## config.mk

```make
export PLATFORM = sky130hd
export DESIGN_NAME = viu_vectored_interrupt_unit
export DESIGN_NICKNAME = d
export VERILOG_FILES = /design/src/design/viu_pkg.sv /design/src/design/viu_vectored_interrupt_unit.sv
export SDC_FILE = /design/constraint.sdc
export NUM_CORES = 1
export LEC_CHECK = 0
export BUFFER_PORTS_ARGS = -buffer_cell sky130_fd_sc_hd__buf_2
export CAP_MARGIN = 20
export CORE_UTILIZATION = 40
export CTS_BUF_LIST = sky130_fd_sc_hd__clkbuf_4 sky130_fd_sc_hd__clkbuf_8 sky130_fd_sc_hd__clkbuf_16
export CTS_CLUSTER_DIAMETER = 100
export DETAILED_ROUTE_END_ITERATION = 6
export PLACE_DENSITY = 0.69
export SYNTH_ARGS = -nofsm -noshare
export SYNTH_HDL_FRONTEND = slang
export SYNTH_SLANG_ARGS = --single-unit
```

## constraint.sdc

```tcl
create_clock -name i_clk_sys -period 2.9 [get_ports i_clk_sys]
set_clock_uncertainty 0.15 [all_clocks]
set_input_delay 0.58 -clock i_clk_sys [delete_from_list [all_inputs] [get_ports i_clk_sys]]
set_output_delay 0.58 -clock i_clk_sys [all_outputs]
set_load 0.005 [all_outputs]
```

## src/design/viu_pkg.sv

```systemverilog
// Package for the vectored interrupt unit: source indices, vectors, reset values.
// Assumes an 8-bit core with a 13-bit program counter on the same clock.
package viu_pkg;
  localparam int          NUM_SRC      = 8;
  localparam logic [7:0]  FLAG_RST     = 8'h00;
  localparam logic [7:0]  MASK_RST     = 8'h00;
  localparam logic [12:0] VEC_BASE     = 13'h0003;
  localparam logic [12:0] VEC_STEP     = 13'h0003;
  localparam logic [12:0] VEC_LAST     = 13'h0018;
  // Source bit positions in flag and mask registers
  localparam int          SRC_TMR      = 0;
  localparam int          SRC_EXT0     = 1;
  localparam int          SRC_EXT1     = 2;
  localparam int          SRC_CNT1     = 3;
  localparam int          SRC_CNT2     = 4;
  localparam int          SRC_HPW      = 5;
  localparam int          SRC_LPW      = 6;
  localparam int          SRC_PCHG     = 7;
  // Sources detected on a falling edge of an internal level
  localparam logic [7:0]  FALL_SRC     = 8'h79;

  typedef struct packed {
    logic [7:0] working_register;
    logic [7:0] processor_status;
  } viu_ctx_t;

  typedef enum logic [1:0] {
    VIU_IDLE,
    VIU_ENTER,
    VIU_SERVICE
  } viu_state_t;
endpackage : viu_pkg

```

## src/design/viu_vectored_interrupt_unit.sv

```systemverilog
// Vectored interrupt unit: flags, mask, global enable, vector, context backup.
// Assumes core strobes arrive synchronous to i_clk_sys; external pins are raw.
`timescale 1ns/1ps
`default_nettype none

// What this block does
// - Accept exactly eight interrupt request sources
// - Timer and counters trigger on falling edge
// - Enabled falling edge sets its flag bit
// - Separate per-source flag and mask registers
// - Enable/disable instructions gate request acceptance
// - Taken request redirects fetch to vector
// - Vectors three apart, 0003H through 0018H
// - Save working and status before service
// - Restore working and status at return
// - No nesting of service routines
// - Requests during service stay pending
// - Mask bit order matches source order
// - Masked port change wakes without vectoring
module viu_vectored_interrupt_unit (
  input  wire logic             i_clk_sys,
  input  wire logic             i_reset,
  input  wire logic [7:0]       i_int_src_level,
  input  wire logic             i_ext_irq_zero,
  input  wire logic             i_ext_irq_one,
  input  wire logic             i_port_change,
  input  wire logic             i_global_irq_on_instr,
  input  wire logic             i_global_irq_off_instr,
  input  wire logic             i_flag_wr,
  input  wire logic [7:0]       i_flag_wdata,
  input  wire logic             i_mask_wr,
  input  wire logic [7:0]       i_mask_wdata,
  input  wire logic             i_fetch_ack,
  input  wire logic             i_reti,
  input  wire viu_pkg::viu_ctx_t i_ctx,
  input  wire logic             i_sleeping,
  output logic                  o_irq_req,
  output logic [12:0]           o_vector,
  output logic                  o_ctx_save,
  output viu_pkg::viu_ctx_t     o_ctx_backup,
  output logic                  o_ctx_restore,
  output logic                  o_wake,
  output logic                  o_in_service,
  output logic                  o_global_en,
  output logic [7:0]            o_interrupt_flag_register,
  output logic [7:0]            o_interrupt_mask_register
);
  logic [7:0]          interrupt_flag_register_r;
  logic [7:0]          interrupt_mask_register_r;
  logic                global_en_r;
  logic [7:0]          lvl_prev_r;
  logic [2:0]          pin_s1_r;
  logic [2:0]          pin_s2_r;
  logic [2:0]          pin_prev_r;
  logic [7:0]          cur_lvl;
  logic [7:0]          prev_lvl;
  logic [7:0]          fall;
  logic [7:0]          pend;
  logic [2:0]          sel_idx;
  logic [12:0]         vector_nxt;
  viu_pkg::viu_state_t state_r;
  viu_pkg::viu_ctx_t   backup_r;
  logic [12:0]         vector_r;
  logic                wake_r;

  // External pins and port change pass two flops before any edge logic
  always_ff @(posedge i_clk_sys)
  begin
    if (i_reset)
    begin
      pin_s1_r   <= 3'h7;
      pin_s2_r   <= 3'h7;
      pin_prev_r <= 3'h7;
    end
    else
    begin
      pin_s1_r   <= {~i_port_change, i_ext_irq_one, i_ext_irq_zero};
      pin_s2_r   <= pin_s1_r;
      pin_prev_r <= pin_s2_r;
    end
  end

  always_ff @(posedge i_clk_sys)
  begin
    if (i_reset)
      lvl_prev_r <= 8'h00;
    else
      lvl_prev_r <= i_int_src_level;
  end

  // Internal sources use the core level; pins use the synchronised copy
  always_comb
  begin
    cur_lvl  = i_int_src_level;
    prev_lvl = lvl_prev_r;
    cur_lvl[viu_pkg::SRC_EXT0]  = pin_s2_r[0];
    cur_lvl[viu_pkg::SRC_EXT1]  = pin_s2_r[1];
    cur_lvl[viu_pkg::SRC_PCHG]  = pin_s2_r[2];
    prev_lvl[viu_pkg::SRC_EXT0] = pin_prev_r[0];
    prev_lvl[viu_pkg::SRC_EXT1] = pin_prev_r[1];
    prev_lvl[viu_pkg::SRC_PCHG] = pin_prev_r[2];
  end

  // One falling-edge detector per source
  genvar g;
  generate
    for (g = 0; g < viu_pkg::NUM_SRC; g++)
    begin : g_src
      assign fall[g] = prev_lvl[g] & ~cur_lvl[g];
    end
  endgenerate

  // Flags record edges even while masked; a set beats a same-cycle clear
  always_ff @(posedge i_clk_sys)
  begin
    if (i_reset)
      interrupt_flag_register_r <= viu_pkg::FLAG_RST;
    else if (i_flag_wr)
      interrupt_flag_register_r <= (interrupt_flag_register_r & i_flag_wdata) | fall;
    else
      interrupt_flag_register_r <= interrupt_flag_register_r | fall;
  end

  always_ff @(posedge i_clk_sys)
  begin
    if (i_reset)
      interrupt_mask_register_r <= viu_pkg::MASK_RST;
    else if (i_mask_wr)
      interrupt_mask_register_r <= i_mask_wdata;
  end

  // Enable changes only on instruction strobes; off wins when both arrive together
  always_ff @(posedge i_clk_sys)
  begin
    if (i_reset)
      global_en_r <= 1'b0;
    else if (i_global_irq_off_instr)
      global_en_r <= 1'b0;
    else if (i_global_irq_on_instr)
      global_en_r <= 1'b1;
  end

  assign pend = interrupt_flag_register_r & interrupt_mask_register_r;

  // Lowest index wins, which is also the lowest vector
  always_comb
  begin
    sel_idx = 3'h0;
    for (int k = viu_pkg::NUM_SRC - 1; k >= 0; k--)
    begin
      if (pend[k])
        sel_idx = 3'(k);
    end
    vector_nxt = viu_pkg::VEC_BASE + 13'(sel_idx) * viu_pkg::VEC_STEP;
  end

  always_ff @(posedge i_clk_sys)
  begin
    if (i_reset)
    begin
      state_r  <= viu_pkg::VIU_IDLE;
      vector_r <= viu_pkg::VEC_BASE;
    end
    else
    begin
      case (state_r)
        viu_pkg::VIU_IDLE:
        begin
          if (global_en_r && (|pend))
          begin
            state_r  <= viu_pkg::VIU_ENTER;
            vector_r <= vector_nxt;
          end
        end
        viu_pkg::VIU_ENTER:
        begin
          if (i_fetch_ack)
            state_r <= viu_pkg::VIU_SERVICE;
        end
        viu_pkg::VIU_SERVICE:
        begin
          if (i_reti)
            state_r <= viu_pkg::VIU_IDLE;
        end
        default:
          state_r <= viu_pkg::VIU_IDLE;
      endcase
    end
  end

  // Context is captured when the core accepts the vector, before the first routine instruction
  always_ff @(posedge i_clk_sys)
  begin
    if (i_reset)
      backup_r <= '0;
    else if (state_r == viu_pkg::VIU_ENTER && i_fetch_ack)
      backup_r <= i_ctx;
  end

  // Masked port change only wakes; the core then continues in line
  always_ff @(posedge i_clk_sys)
  begin
    if (i_reset)
      wake_r <= 1'b0;
    else
      wake_r <= i_sleeping && (|fall);
  end

  assign o_irq_req     = (state_r == viu_pkg::VIU_ENTER);
  assign o_vector      = vector_r;
  assign o_ctx_save    = (state_r == viu_pkg::VIU_ENTER) && i_fetch_ack;
  assign o_ctx_backup  = backup_r;
  assign o_ctx_restore = (state_r == viu_pkg::VIU_SERVICE) && i_reti;
  assign o_wake        = wake_r;
  assign o_in_service  = (state_r != viu_pkg::VIU_IDLE);
  assign o_global_en   = global_en_r;
  assign o_interrupt_flag_register = interrupt_flag_register_r;
  assign o_interrupt_mask_register = interrupt_mask_register_r;
endmodule : viu_vectored_interrupt_unit
`default_nettype wire

```

======== Word-level counts from Yosys, hierarchy flattened ========
Cells that the tools add are included.
storage, ports and cells
  bits in registers ....................... 65
  input port bits ......................... 52
  output and inout port bits .............. 51
  logic and storage cells ................. 64
cells by class
  add/subtract/negate cells ............... 1
  $mul .................................... 1
  eq/ne operators ......................... 5
  mux-type cells .......................... 13
  bitwise logic cells ..................... 21
  reductions and logical operators ........ 11
operators with widths
  operator               number
  $mux W3                8
  $and A8 B8 Y8          2
  $or A8 B8 Y8           2
  $reduce_or A8 Y1       2
  $not A1 Y1             9
  $and A1 B1 Y1          8
  $mux W8                1
  $add A2 B5 Y6 const A  1
  $mux W2                3
  $ne A2 B2 Y1 const B   3
  $pmux W2 S3            1
  $mul A3 B2 Y5 const B  1
  $logic_and A1 B1 Y1    4
  $reduce_and A3 Y1      1
  $eq A2 B1 Y1 const B   1
  $eq A2 B2 Y1 const B   1
  $logic_not A2 Y1       1
  $reduce_and A2 Y1      1
  $reduce_bool A2 Y1     1
  $reduce_or A2 Y1       1

======== Logic depth before layout (Yosys ltp) ========
Gate-level depths: netlist of the first run.
  depth in word-level cells ............... 11
  mapped depth ............................ 9
  depth with buffers taken out ............ 9

======== Least setup slack after synthesis of the first run ========
OpenSTA, ideal clock, no wires.
  kind .................................... reg-to-reg
  start point ............................. reg interrupt_flag_register_r[4] (netlist: o_interrupt_flag_register[4])
  end point ............................... reg vector_r[2] (netlist: o_vector[2])
  library setup time ...................... 0.091 ns
  arrival time ............................ 1.858 ns
  required time ........................... 2.659 ns
  slack ................................... 0.801 ns
  cell stages (with the launch flop) ...... 10
  path buffers ............................ 0
  period minus slack after synthesis ...... 2.099 ns
  path through ............................ dfxtp_1 -> a22o_1 -> o21ai_2 -> nand2_1 -> ha_1 -> inv_1 -> ha_1 -> inv_1 -> a31o_1 -> a311oi_1
on the way
  longest elaborated chain between the ends .. 8
  elaborated cells on any way between the ends .. 11
  those cells by class .................... add/sub: 1; mul: 1; mux: 5; bitwise: 1; reduce/logical: 3
RTL lines
  item                      line                                text
  start: declaration        viu_vectored_interrupt_unit.sv:48   logic [7:0] interrupt_flag_register_r;
  start signal: assignment  viu_vectored_interrupt_unit.sv:117  interrupt_flag_register_r <= viu_pkg::FLAG_RST;
  start signal: assignment  viu_vectored_interrupt_unit.sv:119  interrupt_flag_register_r <= (interrupt_flag_register_r & i_flag_wdata) | fall;
  start signal: assignment  viu_vectored_interrupt_unit.sv:121  interrupt_flag_register_r <= interrupt_flag_register_r | fall;
  $and A8 B8 Y8 *           viu_vectored_interrupt_unit.sv:143  assign pend = interrupt_flag_register_r & interrupt_mask_register_r;
  $mux W3 (5 in a row)      viu_vectored_interrupt_unit.sv:151  if (pend[k])
  $mul A3 B2 Y5             viu_vectored_interrupt_unit.sv:154  vector_nxt = viu_pkg::VEC_BASE + 13'(sel_idx) * viu_pkg::VEC_STEP;
  $add A2 B5 Y6             viu_vectored_interrupt_unit.sv:154
  end signal: assignment    viu_vectored_interrupt_unit.sv:162  vector_r <= viu_pkg::VEC_BASE;
  end signal: assignment    viu_vectored_interrupt_unit.sv:172  vector_r <= vector_nxt;
  end: declaration          viu_vectored_interrupt_unit.sv:63   logic [12:0] vector_r;
Mark *: on every way between the ends. The rest lies on a longest branch, timed or not.
A chain may end at the register's enable or synchronous reset.

======== Final worst setup path of the first run ========
  start point ............................. reg interrupt_flag_register_r[7] (netlist: o_interrupt_flag_register[7])
  end point ............................... reg vector_r[2] (netlist: o_vector[2])
on the way
  longest elaborated chain between the ends .. 11
  elaborated cells on any way between the ends .. 14
  those cells by class .................... add/sub: 1; mul: 1; mux: 8; bitwise: 1; reduce/logical: 3
RTL lines
  item                  line
  $and A8 B8 Y8 *       viu_vectored_interrupt_unit.sv:143
  $mux W3 (8 in a row)  viu_vectored_interrupt_unit.sv:151
  $mul A3 B2 Y5         viu_vectored_interrupt_unit.sv:154
  $add A2 B5 Y6         viu_vectored_interrupt_unit.sv:154
Marked as above.

==> results by stage, run 1 <==
Outcome:
- The flow ran to the end, and the final reports show no timing, DRC or antenna violations.

Worst setup path:
- Among all stages on the critical path, the largest delay is contributed by dfxtp_1.
- The number of buffer and inverter instances along the worst setup path is 2.
- The data required time at the worst endpoint is 2.96 ns.
- In this run the worst path has a maximum fanout of 5.
- In this design, the largest share of critical-path delay is due to compound AO/OA/AOI/OAI gates.
- The setup slack of the worst register-to-register path is 0.65 ns.
- The length in cells of the worst reg-to-reg path is 9.
- The critical path crosses 9 cells after its start point.
- The critical path goes through a22oi_2 -> o21ai_2 -> nand2_1 -> ha_1 -> inv_1 -> ha_1 -> inv_1 -> a31o_1 -> a311oi_1.
- The data arrival at the endpoint of the critical path is 2.32 ns.
- STA classifies the critical path endpoint as a register.
- The nature of the critical path startpoint is a register.
- The maximum cell stage delay along the critical path is 0.43 ns.
- The kind of critical path is register to register.

Pwr:
- The leakage power total is 1.30 nW.
- Total power for the finished layout comes to 0.00144 W.
- The part of the total power dissipated in the clock network is 35.7%.
- The switching power share of the total is 22.2%.
- For this design the total switching power over the nets is 0.000320 W.
- The worst ir drop on vdd is 0.275 mV.
- The power per cell area is 517 nW/um2.
- The sequential share of power is 55.4%.
- The relative contribution of combinational cells to total power is 8.9%.
- The internal cell power is 0.00112 W.

Synthesis:
- Multiplexer cells account for 3.65% of the synthesized area.
- The post-synthesis cell area is 2190 um2.
- The average instance in the mapped netlist occupies 9.07 um2.
- The top cell type's share of synthesized area is 50.2%.
- The largest family of logic cells by synthesized area is simple AND/OR/NAND/NOR gates.
- Synthesis instantiated 42 different standard cells from the library.
- The register area share after synthesis is 50.2%.
- The fraction of the mapped netlist area in compound gates is 18.6%.
- The leading area contributor after synthesis is dfxtp_1.
- The instance count of the mapped netlist is 242.
- Yosys attributes the largest share of cell area to dfxtp_1, a21oi_1, nand2_1.
- Counting flops and latches in the post-synthesis netlist gives 55.
- The synthesized-area fraction occupied by xor and xnor cells is 0%.
- After Yosys synthesis, and, or, nand and nor cells account for 20.2% of the synthesized area.
- During synthesis, Yosys emitted a total of 0 warnings.
- The synthesized-area fraction occupied by adder cells is 1.71%.

Clock tree:
- The clock tree synthesis step divided the H-tree into 2 levels.
- At the later pin of the worst-skew pair, clock insertion delay measures 0.30 ns.
- The clock tree from TritonCTS is done.
- The number of buffers inserted by hold repair at cts is 0.
- The number of buffers on the longest clock path is 2.
- The post-cts repair resize count is 0.
- Clock tree synthesis selected as its root buffer the cell clkbuf_8.
- The number of setup buffers added after CTS is 0.
- The clock drives 55 sinks.
- Buffers inserted during clock tree synthesis total 5.
- The register clock-pin slew on the reported worst setup and hold paths is 0.10 ns.

Timing:
- The number of pins with negative max-slew slack in the final report is 0.
- At the pin with the least slew margin, the transition time is 0.934 ns.
- The achievable clock frequency is 444 MHz.
- Setup repair after global routing left no endpoint under its margin.
- The post-route minimum period is 2.25 ns.
- In this run the tightest slew margin relative to its limit is 37.7%.
- The final clock period utilization by the worst path is 77.7%.
- Hold is met by 0.266 ns.
- Setup violations remaining at the end of the flow were counted as 0.
- Setup total negative slack on the finished layout was measured at 0 ns.
- The final hold violation count is 0.

Route:
- Dividing the detail-routed via count by the number of cells gives 4.76.
- The first detailed-routing pass ran for 4 iterations.
- The via total after detailed routing is 1914.
- For this block, the initial DRC count from the detailed router was 50.
- The routed wire length per instance is 12.1 um.
- In the routed design, unresolved DRC markers number 0.
- Wires add up to 4.85 mm.
- The remaining antenna violation count after routing is 0.

Placement:
- The global placer's final weighted congestion is 0.763.
- The instance area at placement is 2680 um2.
- The count of buffers from port buffering is 91.
- The HPWL reported at the end of detailed placement is 3.65 mm.
- The cell total after placement is 394.

Floorplan:
- The die covers 5790 um2.
- The die width is 76.1 um.
- The total number of placement rows is 26.
- The placeable core area is 5200 um2.
- The number of I/O pins is 103.
- The initial utilization of the core area, before any placement, comes to 42.2%.
- In this run the vertical extent of the chip is 76.1 um.

Global routing:
- Entering global routing, the biggest net connects 56 pins.
- The total global routing track utilization is 17.3%.
- The number of antenna violations at the first check in global routing is 0.
- Summed over all layers, the global routing overflow is 0.
- The first-pass GRT wire length is 8.07 mm.
- The via count of the first global-routing pass is 1848.

Min path:
- The min-delay analysis places its worst path in the category register to register.
- The number of cells on the worst hold path is 1.

Layout:
- The sequential cells in the finished layout cover a total of 1100 um2.
- The area of the multi-input gates is 1000 um2.
- The library cells used most frequently in the layout, excluding fill and tap cells, are buf_2, dfxtp_1, nand2_1.
- The count of non-filler cells in the finished layout is 402.
- The growth of design area from synthesis to finish is 27.3%.
- The number of filler cells placed in the layout is 503.
- Leaving out fill and tap cells, the most frequent cell in the layout is buf_2.
- In the final layout, the share of cells above drive strength 1 is 37.0%.
- The count of nets after finishing is 386.
- The final design area excluding fillers is 2790 um2.
- 0 antenna diodes ended up in the layout.

Run:
- The tool flagged a number of max-cap violations equal to 0.
[power groups by stage]
stage / clock (W) / combinational, W / sequential (W)
floorplan: 0 / 0.0000759 / 0.000816
global placement: 0 / 0.000127 / 0.000817
detailed placement: 0 / 0.000129 / 0.000818
CTS: 0.000530 / 0.000130 / 0.000801
global route: 0.000562 / 0.000143 / 0.000805
finish: 0.000515 / 0.000128 / 0.000801
[metal layers]
metal  global-route usage (%)  wire length (um)  vias up
met3                     4.43               265       12
met1                     20.5              2170      854
met2                     29.8              2310       62
li1                         -                 -      986
met5                        0                 0        -
met4                     7.12               116        0
[flip-flops by register name, indices dropped and copies added (netlist names)]
name	cells
o_global_en	1
o_interrupt_flag_register	8
pin_s2_r	3
pin_s1_r	3
state_r	2
o_ctx_backup	16
lvl_prev_r	5
o_interrupt_mask_register	8
o_vector	5
pin_prev_r	3
o_wake	1
[kinds of logic (layout without fill, tap and decap cells)]
family,after synthesis,after routing
AO/OA/AOI/OAI,61,61
adder cells (fa/ha/maj),3,3
buffers and inverters,23,106
flip-flops,55,55
multiplexers,8,8
other,1,8
AND/OR/NAND/NOR,91,91
[final cells by class]
class,instances,share of cell area [%]
Tap cell,70,3.14
Clock buffer,6,2.96
Timing Repair Buffer,92,16.6
Clock inverter,2,1.25
Sequential cell,55,39.4
Multi-Input combinational cell,171,35.8
Inverter,6,0.806
[synth_stat cells (all sizes together)]
library cell	number
clkbuf	3
nand2	41
o211a	1
mux2i	8
a221oi	1
inv	6
a22oi	4
nand2b	10
dfxtp	55
a21oi	31
nor3b	1
nand4	4
or2	9
a311oi	2
ha	3
o211ai	1
a22o	3
o21ai	11
nor2b	5
o31ai	1
nand3b	1
and2b	1
a32oi	1
and2	1
a211oi	1
buf	14
nor3	2
a211o	1
a31o	1
and3b	1
a31oi	1
nor2	15
a21bo	1
conb	1
[through the flow]
step	setup slack (ns)	util [%]
global route	0.533	53.7
detailed placement	0.675	51.4
floorplan	0.801	-
CTS	0.648	53.7
global placement	0.684	51.4
finish	0.647	53.7
[final timing paths]
check | start | to
worst min register to register | pin_s1_r[2]$_SDFF_PP1_ | pin_s2_r[2]$_SDFF_PP1_
worst max-delay path | o_interrupt_flag_register[7]$_SDFF_PP0_ | o_vector[2]$_SDFFE_PP0P_
worst min-delay path | pin_s1_r[2]$_SDFF_PP1_ | pin_s2_r[2]$_SDFF_PP1_
worst max register to register | o_interrupt_flag_register[7]$_SDFF_PP0_ | o_vector[2]$_SDFFE_PP0P_
Note: power is estimated with default switching activity, not from simulation.
==> run 2, diff against run 1 <==
--- a/config.mk
+++ b/config.mk
@@ -11,7 +11,7 @@
 export CTS_BUF_LIST = sky130_fd_sc_hd__clkbuf_4 sky130_fd_sc_hd__clkbuf_8 sky130_fd_sc_hd__clkbuf_16
 export CTS_CLUSTER_DIAMETER = 100
 export DETAILED_ROUTE_END_ITERATION = 6
-export PLACE_DENSITY = 0.69
+export PLACE_DENSITY = 0.72
 export SYNTH_ARGS = -nofsm -noshare
 export SYNTH_HDL_FRONTEND = slang
 export SYNTH_SLANG_ARGS = --single-unit
==> constraint.sdc (replaced) <==
create_clock -name i_clk_sys -period 1.9 [get_ports i_clk_sys]
set_clock_uncertainty 0.15 [all_clocks]
set_input_delay 0.38 -clock i_clk_sys [delete_from_list [all_inputs] [get_ports i_clk_sys]]
set_output_delay 0.38 -clock i_clk_sys [all_outputs]
set_load 0.005 [all_outputs]
==> results by stage, run 2 (same netlist as run 1, synthesis figures left out) <==
Outcome:
- The checks that failed: negative setup slack.
- The flow ran to the end, but the final reports show violations.

Route:
- The via total after detailed routing was 2063 (+7.8%).
- The remaining antenna violation count after routing was 0 (unchanged).
- The met1 wire length is 2.27 mm (+4.9%).
- The aggregate routed wire length is 5.20 mm (+7.1%).
- Signal routing reaches up to met4.
- The met3 wire length is 391 um (+48%).
- The wire length on met2 is 2.48 mm (+7.6%).
- The routed via count divided by cell count is 4.80 (+0.77%).
- The routed wire length per instance was 12.1 um (+0.13%).
- The remaining design rule violation count came to 0 (unchanged).
- The number of iterations in the first detailed-routing pass came to 4 (unchanged).
- The initial detailed-routing violation count is 73 (+46%).

Floorplan:
- The die width is 76.1 um (unchanged).
- The die outline area is 5790 um2 (unchanged).
- The number of I/O pins is 103 (unchanged).
- The placeable core area is 5200 um2 (unchanged).
- The total number of placement rows is 26 (unchanged).
- The initial core utilization is 42.2% (unchanged).
- The die outline height was 76.1 um (unchanged).

Worst setup path:
- In this design, the largest share of critical-path delay is due to compound AO/OA/AOI/OAI gates.
- The data required time at the worst endpoint came to 1.97 ns (-0.99 ns).
- The kind of critical path is register to register.
- The maximum cell stage delay along the critical path is 0.34 ns (-0.09 ns).
- The cell count along the critical path is 9 (unchanged).
- In this run the worst setup path terminates at o_vector[2]$_SDFFE_PP0P_.
- The endpoint class of the critical path is a register.
- The data arrival at the endpoint of the critical path came to 2.17 ns (-0.15 ns).
- The worst setup path startpoint is o_interrupt_mask_register[4]$_SDFFE_PP0P_.
- The cell with the largest stage delay on the worst path is dfxtp_2.
- The number of buffer and inverter instances along the worst setup path is 2 (unchanged).
- The worst register-to-register path begins at o_interrupt_mask_register[4]$_SDFFE_PP0P_.
- The nature of the critical path startpoint is a register.
- The largest fanout on the critical path is 3 (-2).
- Walking the worst path, the cells encountered are a22o_1 -> o21ai_2 -> nand2_1 -> ha_1 -> inv_2 -> ha_4 -> inv_2 -> a31o_1 -> a311oi_2.
- The cell repeated most along the worst path is inv_2.
- The length in cells of the worst reg-to-reg path is 9 (unchanged).
- In this run the critical register-to-register path is captured at o_vector[2]$_SDFFE_PP0P_.
- The setup slack of the worst register-to-register path is -0.20 ns (-0.85 ns).

Global routing:
- The maximum number of pins on one net before global-route repair is 20 (-64%).
- The via count of the first global-routing pass is 1939 (+4.9%).
- The number of antenna violations at the first check in global routing was 0 (unchanged).
- The first-pass GRT wire length came to 8.47 mm (+5.0%).
- The total global routing track utilization is 18.0% (+0.68 points).
- The remaining global-route overflow came to 0 (unchanged).

Pwr:
- The relative contribution of combinational cells to total power was 11.4% (+2.5 points).
- The leakage power total came to 1.44 nW (+10%).
- The internal cell power was 0.00173 W (+54%).
- The sequential share of power was 54.7% (-0.7 points).
- The switching power share of the total is 22.3% (+0.10 points).
- The total power came to 0.00222 W (+54%).
- The power per cell area is 734 nW/um2 (+42%).
- The net load switching power is 0.000495 W (+54%).
- The worst ir drop on vdd is 0.438 mV (+59%).
- The part of the total power dissipated in the clock network was 33.9% (-1.8 points).

Min path:
- The number of cells on the worst hold path is 2 (+1).
- The path class of the tightest hold or removal check is primary input to register.

Layout:
- The count of non-filler cells in the finished layout is 430 (+7.0%).
- The top cell types in the final layout, fill and taps aside, are buf_2, dfxtp_1, nand2_1.
- The antenna diode count is 0 (unchanged).
- The growth of design area from synthesis to finish is 37.9%.
- The fraction of layout instances using a drive strength above 1 is 44.4% (+7.4 points).
- The count of nets after finishing is 415 (+7.5%).
- The leading cell type in the layout, fill and taps excluded is buf_2.
- The flip-flop count of the largest register, all copies and words added was 16 (unchanged).

Run:
- The number of max-capacitance violations reported is 0 (unchanged).

Timing:
- The post-route minimum period is 2.10 ns (-0.154 ns).
- The worst setup slack after layout is -0.199 ns (-0.846 ns).
- Setup repair after global routing could not meet its margin everywhere.
- The final total negative setup slack is -0.319 ns (-0.319 ns).
- The achievable clock frequency came to 476 MHz (+7.3%).
- The final count of negative-setup-slack endpoints is 2 (+2).
- The final clock period utilization by the worst path is 110% (+33 points).
- The final hold violation count is 0 (unchanged).
- The number of pins with negative max-slew slack in the final report is 0 (unchanged).

Placement:
- The count of buffers from port buffering came to 91 (unchanged).
- The cell total after placement came to 418 (+6.1%).
- The HPWL reported at the end of detailed placement was 3.86 mm (+5.8%).
- The global placer's final weighted congestion came to 0.789 (+3.5%).
- The worst slack at placement was -0.215 ns (-0.890 ns).

Clock tree:
- The register clock-pin slew on the reported worst setup and hold paths is 0.09 ns (about the same).
- The CTS buffer count came to 5 (unchanged).
- The cell sitting at the root of the clock tree is a clkbuf_8.
- The number of buffers on the longest clock path is 2 (unchanged).
- The number of levels in the clock H-tree came to 2 (unchanged).
- TritonCTS built the clock tree.
- The clock insertion delay at the later pin of the skew report is 0.30 ns (about the same).
- The number of buffers inserted by hold repair at cts came to 0 (unchanged).
- The clock sink total is 55 (unchanged).
[run 2: changes by cell type in the layout (fill, tap and decap cells not counted), moves of 2 or more]
cell / previous run / this run
dfxtp_2: 0 / 4
buf_4: 1 / 30
inv_2: 2 / 4
dfxtp_1: 55 / 51
inv_1: 4 / 2
[run 2: worst min path at each step]
stage / end / from / slack, ns
5_1_grt: o_global_en$_SDFFE_PP0P_ / i_global_irq_off_instr / 0.06
4_1_cts: pin_s1_r[2]$_SDFF_PP1_ / i_port_change / 0.07
3_5_place_dp: pin_s2_r[2]$_SDFF_PP1_ / pin_s1_r[2]$_SDFF_PP1_ / 0.24
6_report: o_global_en$_SDFFE_PP0P_ / i_global_irq_off_instr / 0.08
3_3_place_gp: pin_s2_r[2]$_SDFF_PP1_ / pin_s1_r[2]$_SDFF_PP1_ / 0.24
2_1_floorplan: pin_s2_r[0]$_SDFF_PP1_ / pin_s1_r[0]$_SDFF_PP1_ / 0.24
[run 2: repair_timing]
action                     4_1_cts  5_1_grt
buffers inserted                 2        3
hold endpoints to repair         0        0
resized for setup                5        3
setup endpoints to repair        2        3
pin swaps                        5        4
[run 2: layer usage]
layer	track usage [%]	vias to the layer above
li1	-	1046
met1	21.0	924
met2	31.1	87
met3	5.15	6
met4	7.12	0
met5	0	-
[run 2: worst register-to-register path, cell delays in order, from the launching register on]
cell	delay, ns
dfxtp_2	0.34
a22o_1	0.24
o21ai_2	0.16
nand2_1	0.10
ha_1	0.30
inv_2	0.05
ha_4	0.26
inv_2	0.03
a31o_1	0.18
a311oi_2	0.21
[run 2: power groups by stage]
stage / Combinational, W / Clock, W / Sequential [W]
floorplan: 0.000116 / 0 / 0.00125
global placement: 0.000234 / 0 / 0.00124
detailed placement: 0.000236 / 0 / 0.00124
CTS: 0.000247 / 0.000785 / 0.00121
global route: 0.000279 / 0.000831 / 0.00122
finish: 0.000253 / 0.000753 / 0.00121
[run 2: cell type report]
type / instances / area [um2]
Sequential cell: 55 / 1110
Tap cell: 70 / 87.6
Clock buffer: 6 / 76.3
Clock inverter: 1 / 30.0
Fill cell: 492 / 2180
Timing Repair Buffer: 121 / 681
Inverter: 6 / 22.5
Multi-Input combinational cell: 171 / 1020
[run 2: per-stage QoR]
stage	cell area, um2	hold WS (ns)	util [%]
4_1_cts	2990	0.0710	57.5
2_1_floorplan	2220	0.239	-
5_1_grt	3030	0.0647	58.1
6_report	3030	0.0841	58.1
3_5_place_dp	2860	0.244	54.9
3_3_place_gp	2860	0.242	54.9
==> run 3, diff against run 2 <==
--- a/config.mk
+++ b/config.mk
@@ -8,9 +8,10 @@
 export BUFFER_PORTS_ARGS = -buffer_cell sky130_fd_sc_hd__buf_2
 export CAP_MARGIN = 20
 export CORE_UTILIZATION = 40
-export CTS_BUF_LIST = sky130_fd_sc_hd__clkbuf_4 sky130_fd_sc_hd__clkbuf_8 sky130_fd_sc_hd__clkbuf_16
-export CTS_CLUSTER_DIAMETER = 100
+export CTS_BUF_LIST = sky130_fd_sc_hd__clkbuf_16
+export CTS_CLUSTER_DIAMETER = 150
 export DETAILED_ROUTE_END_ITERATION = 6
+export HOLD_SLACK_MARGIN = 0.02
 export PLACE_DENSITY = 0.72
 export SYNTH_ARGS = -nofsm -noshare
 export SYNTH_HDL_FRONTEND = slang
==> results by stage, run 3 (same netlist as run 1, synthesis figures left out) <==
Placement:
- The worst slack at placement is -0.215 ns (unchanged).
- The HPWL reported at the end of detailed placement is 3.86 mm (unchanged).
- The count of buffers from port buffering is 91 (unchanged).
- The global placer's final weighted congestion came to 0.789 (unchanged).

Floorplan:
- The placeable core area came to 5200 um2 (unchanged).
- The die width is 76.1 um (unchanged).
- The die outline area is 5790 um2 (unchanged).
- The total number of placement rows is 26 (unchanged).
- The die outline height is 76.1 um (unchanged).
- The initial core utilization is 42.2% (unchanged).
- The number of I/O pins is 103 (unchanged).

Layout:
- The growth of design area from synthesis to finish is 39.5%.
- The fraction of layout instances using a drive strength above 1 came to 44.3% (-0.19 points).
- The number of filler cells placed in the layout is 486 (-1.2%).
- The top cell types in the final layout, fill and taps aside, are buf_2, dfxtp_1, nand2_1.
- The count of nets after finishing was 412 (-0.72%).
- The antenna diode count is 0 (unchanged).
- The library cell used most frequently in the layout, excluding fill and tap cells, is buf_2.
- The flip-flop count of the largest register, all copies and words added is 16 (unchanged).

Worst setup path:
- The launch point of the worst reg-to-reg path is o_interrupt_mask_register[4]$_SDFFE_PP0P_.
- The nature of the critical path startpoint is a register.
- The data required time at the worst endpoint was 1.95 ns (-0.02 ns).
- The worst setup path is of the register to register kind.
- The setup slack of the worst register-to-register path is -0.23 ns (-0.03 ns).
- The data arrival at the endpoint of the critical path is 2.18 ns (about the same).
- The endpoint class of the critical path is a register.
- The length in cells of the worst reg-to-reg path came to 9 (unchanged).
- The largest fanout on the critical path is 3 (unchanged).
- The endpoint of the lowest-slack register-to-register path is o_vector[2]$_SDFFE_PP0P_.

Min path:
- The number of cells on the worst hold path is 2 (unchanged).
- The startpoint identified for the worst hold timing path is i_port_change.
- In this run the worst hold path is classified as primary input to register.
- The capture endpoint of the worst hold path is pin_s1_r[2]$_SDFF_PP1_.

Outcome:
- The run finished, with violations left.
- The checks that failed: negative setup slack.

Clock tree:
- The clock insertion delay at the later pin of the skew report is 0.29 ns (about the same).
- The number of buffers inserted by hold repair at cts is 0 (unchanged).
- The number of levels in the clock H-tree was 2 (unchanged).
- The clock sink total is 55 (unchanged).
- The number of buffers on the longest clock path is 2 (unchanged).
- TritonCTS built the clock tree.
- The library cell used as clock root buffer is clkbuf_16.
- The CTS buffer count is 5 (unchanged).
- The register clock-pin slew on the reported worst setup and hold paths came to 0.06 ns (-0.03 ns).

Route:
- The routed wire length per instance is 12.2 um (+1.1%).
- The remaining design rule violation count came to 0 (unchanged).
- The via total after detailed routing is 2076 (+0.63%).
- The aggregate routed wire length is 5.22 mm (+0.38%).
- The number of iterations in the first detailed-routing pass is 5 (+1).
- The routed via count divided by cell count is 4.86 (+1.3%).
- The initial detailed-routing violation count is 46 (-37%).
- The remaining antenna violation count after routing came to 0 (unchanged).

Timing:
- The number of pins with negative max-slew slack in the final report is 0 (unchanged).
- The final count of negative-setup-slack endpoints came to 2 (unchanged).
- The final hold violation count was 0 (unchanged).
- The achievable clock frequency was 469 MHz (-1.5%).
- The final clock period utilization by the worst path is 112% (+1.6 points).
- The worst setup slack after layout came to -0.230 ns (-0.0313 ns).
- Setup repair after global routing could not meet its margin everywhere.
- The final total negative setup slack is -0.377 ns (-0.0583 ns).
- The post-route minimum period is 2.13 ns (+0.0313 ns).

Pwr:
- The leakage power total is 1.45 nW (+1.1%).
- The power per cell area came to 804 nW/um2 (+9.5%).
- The worst ir drop on vdd was 0.415 mV (-5.2%).
- The total power is 0.00246 W (+11%).

Global routing:
- The number of antenna violations at the first check in global routing is 0 (unchanged).
- The remaining global-route overflow is 0 (unchanged).
- The first-pass GRT wire length is 8.58 mm (+1.2%).
- The via count of the first global-routing pass was 1950 (+0.57%).
- The maximum number of pins on one net before global-route repair was 20 (unchanged).
- The total global routing track utilization is 18.4% (+0.35 points).

Run:
- The number of max-capacitance violations reported came to 0 (unchanged).
==> run 3: critical path, stage by stage, from the launching register on <==
cell,delay (ns)
dfxtp_2,0.34
a22o_1,0.24
o21ai_2,0.19
nand2_2,0.09
ha_1,0.31
inv_2,0.05
ha_4,0.26
inv_2,0.03
a31o_1,0.18
a311oi_2,0.21
==> run 3: area by class of cell <==
| cell class | instances | area, um2 | share of cell area [%] |
|---|---|---|---|
| clock buffers | 5 | 125 | 4.09 |
| well taps | 70 | 87.6 | 2.86 |
| inverters | 6 | 22.5 | 0.736 |
| flip-flops and latches | 55 | 1110 | 36.2 |
| multi-input cells | 171 | 1030 | 33.5 |
| clock inverters | 2 | 33.8 | 1.10 |
| repair buffers | 118 | 658 | 21.5 |
==> run 3: what timing repair did <==
action	CTS	global route
pin swaps	5	3
resized for setup	5	5
setup endpoints to repair	2	3
setup buffers	2	0
==> run 3: metrics by stage <==
stage	instances	hold slack [ns]	area, um2	utilization (%)
floorplan	249	0.239	2220	-
global placement	418	0.242	2860	54.9
detailed placement	418	0.244	2860	54.9
CTS	427	0.0947	3050	58.5
global route	427	0.0912	3060	58.8
finish	427	0.103	3060	58.8
==> run 3: where the power goes <==
group	leakage (nW)	switching [W]	internal [W]	total (W)
clock network	0.0811	0.000382	0.000610	0.000992
registers	0.451	0.0000239	0.00119	0.00122
logic	0.919	0.000119	0.000132	0.000252
total	1.45	0.000526	0.00193	0.00246
==> run 3: how the worst max path moves through the flow <==
stage | startpoint | to | slack [ns] | cells past startpoint
6_report | o_interrupt_mask_register[4]$_SDFFE_PP0P_ | o_vector[2]$_SDFFE_PP0P_ | -0.23 | 9
5_1_grt | o_interrupt_mask_register[3]$_SDFFE_PP0P_ | o_vector[2]$_SDFFE_PP0P_ | -0.30 | 9
4_1_cts | o_interrupt_mask_register[4]$_SDFFE_PP0P_ | o_vector[2]$_SDFFE_PP0P_ | -0.25 | 9
3_5_place_dp | o_interrupt_mask_register[4]$_SDFFE_PP0P_ | o_vector[2]$_SDFFE_PP0P_ | -0.22 | 9
3_3_place_gp | o_interrupt_mask_register[5]$_SDFFE_PP0P_ | o_vector[2]$_SDFFE_PP0P_ | -0.19 | 9
2_1_floorplan | o_interrupt_flag_register[4]$_SDFF_PP0_ | o_vector[2]$_SDFFE_PP0P_ | -0.19 | 9
==> run 3: per-layer routing <==
layer | part of all wire [%] | track usage (%) | vias to the layer above
li1 | - | - | 1042
met1 | 43 | 21.2 | 927
met2 | 47 | 31.5 | 96
met3 | 8.1 | 6.23 | 11
met4 | 1.7 | 6.73 | 0
met5 | 0 | 0 | -
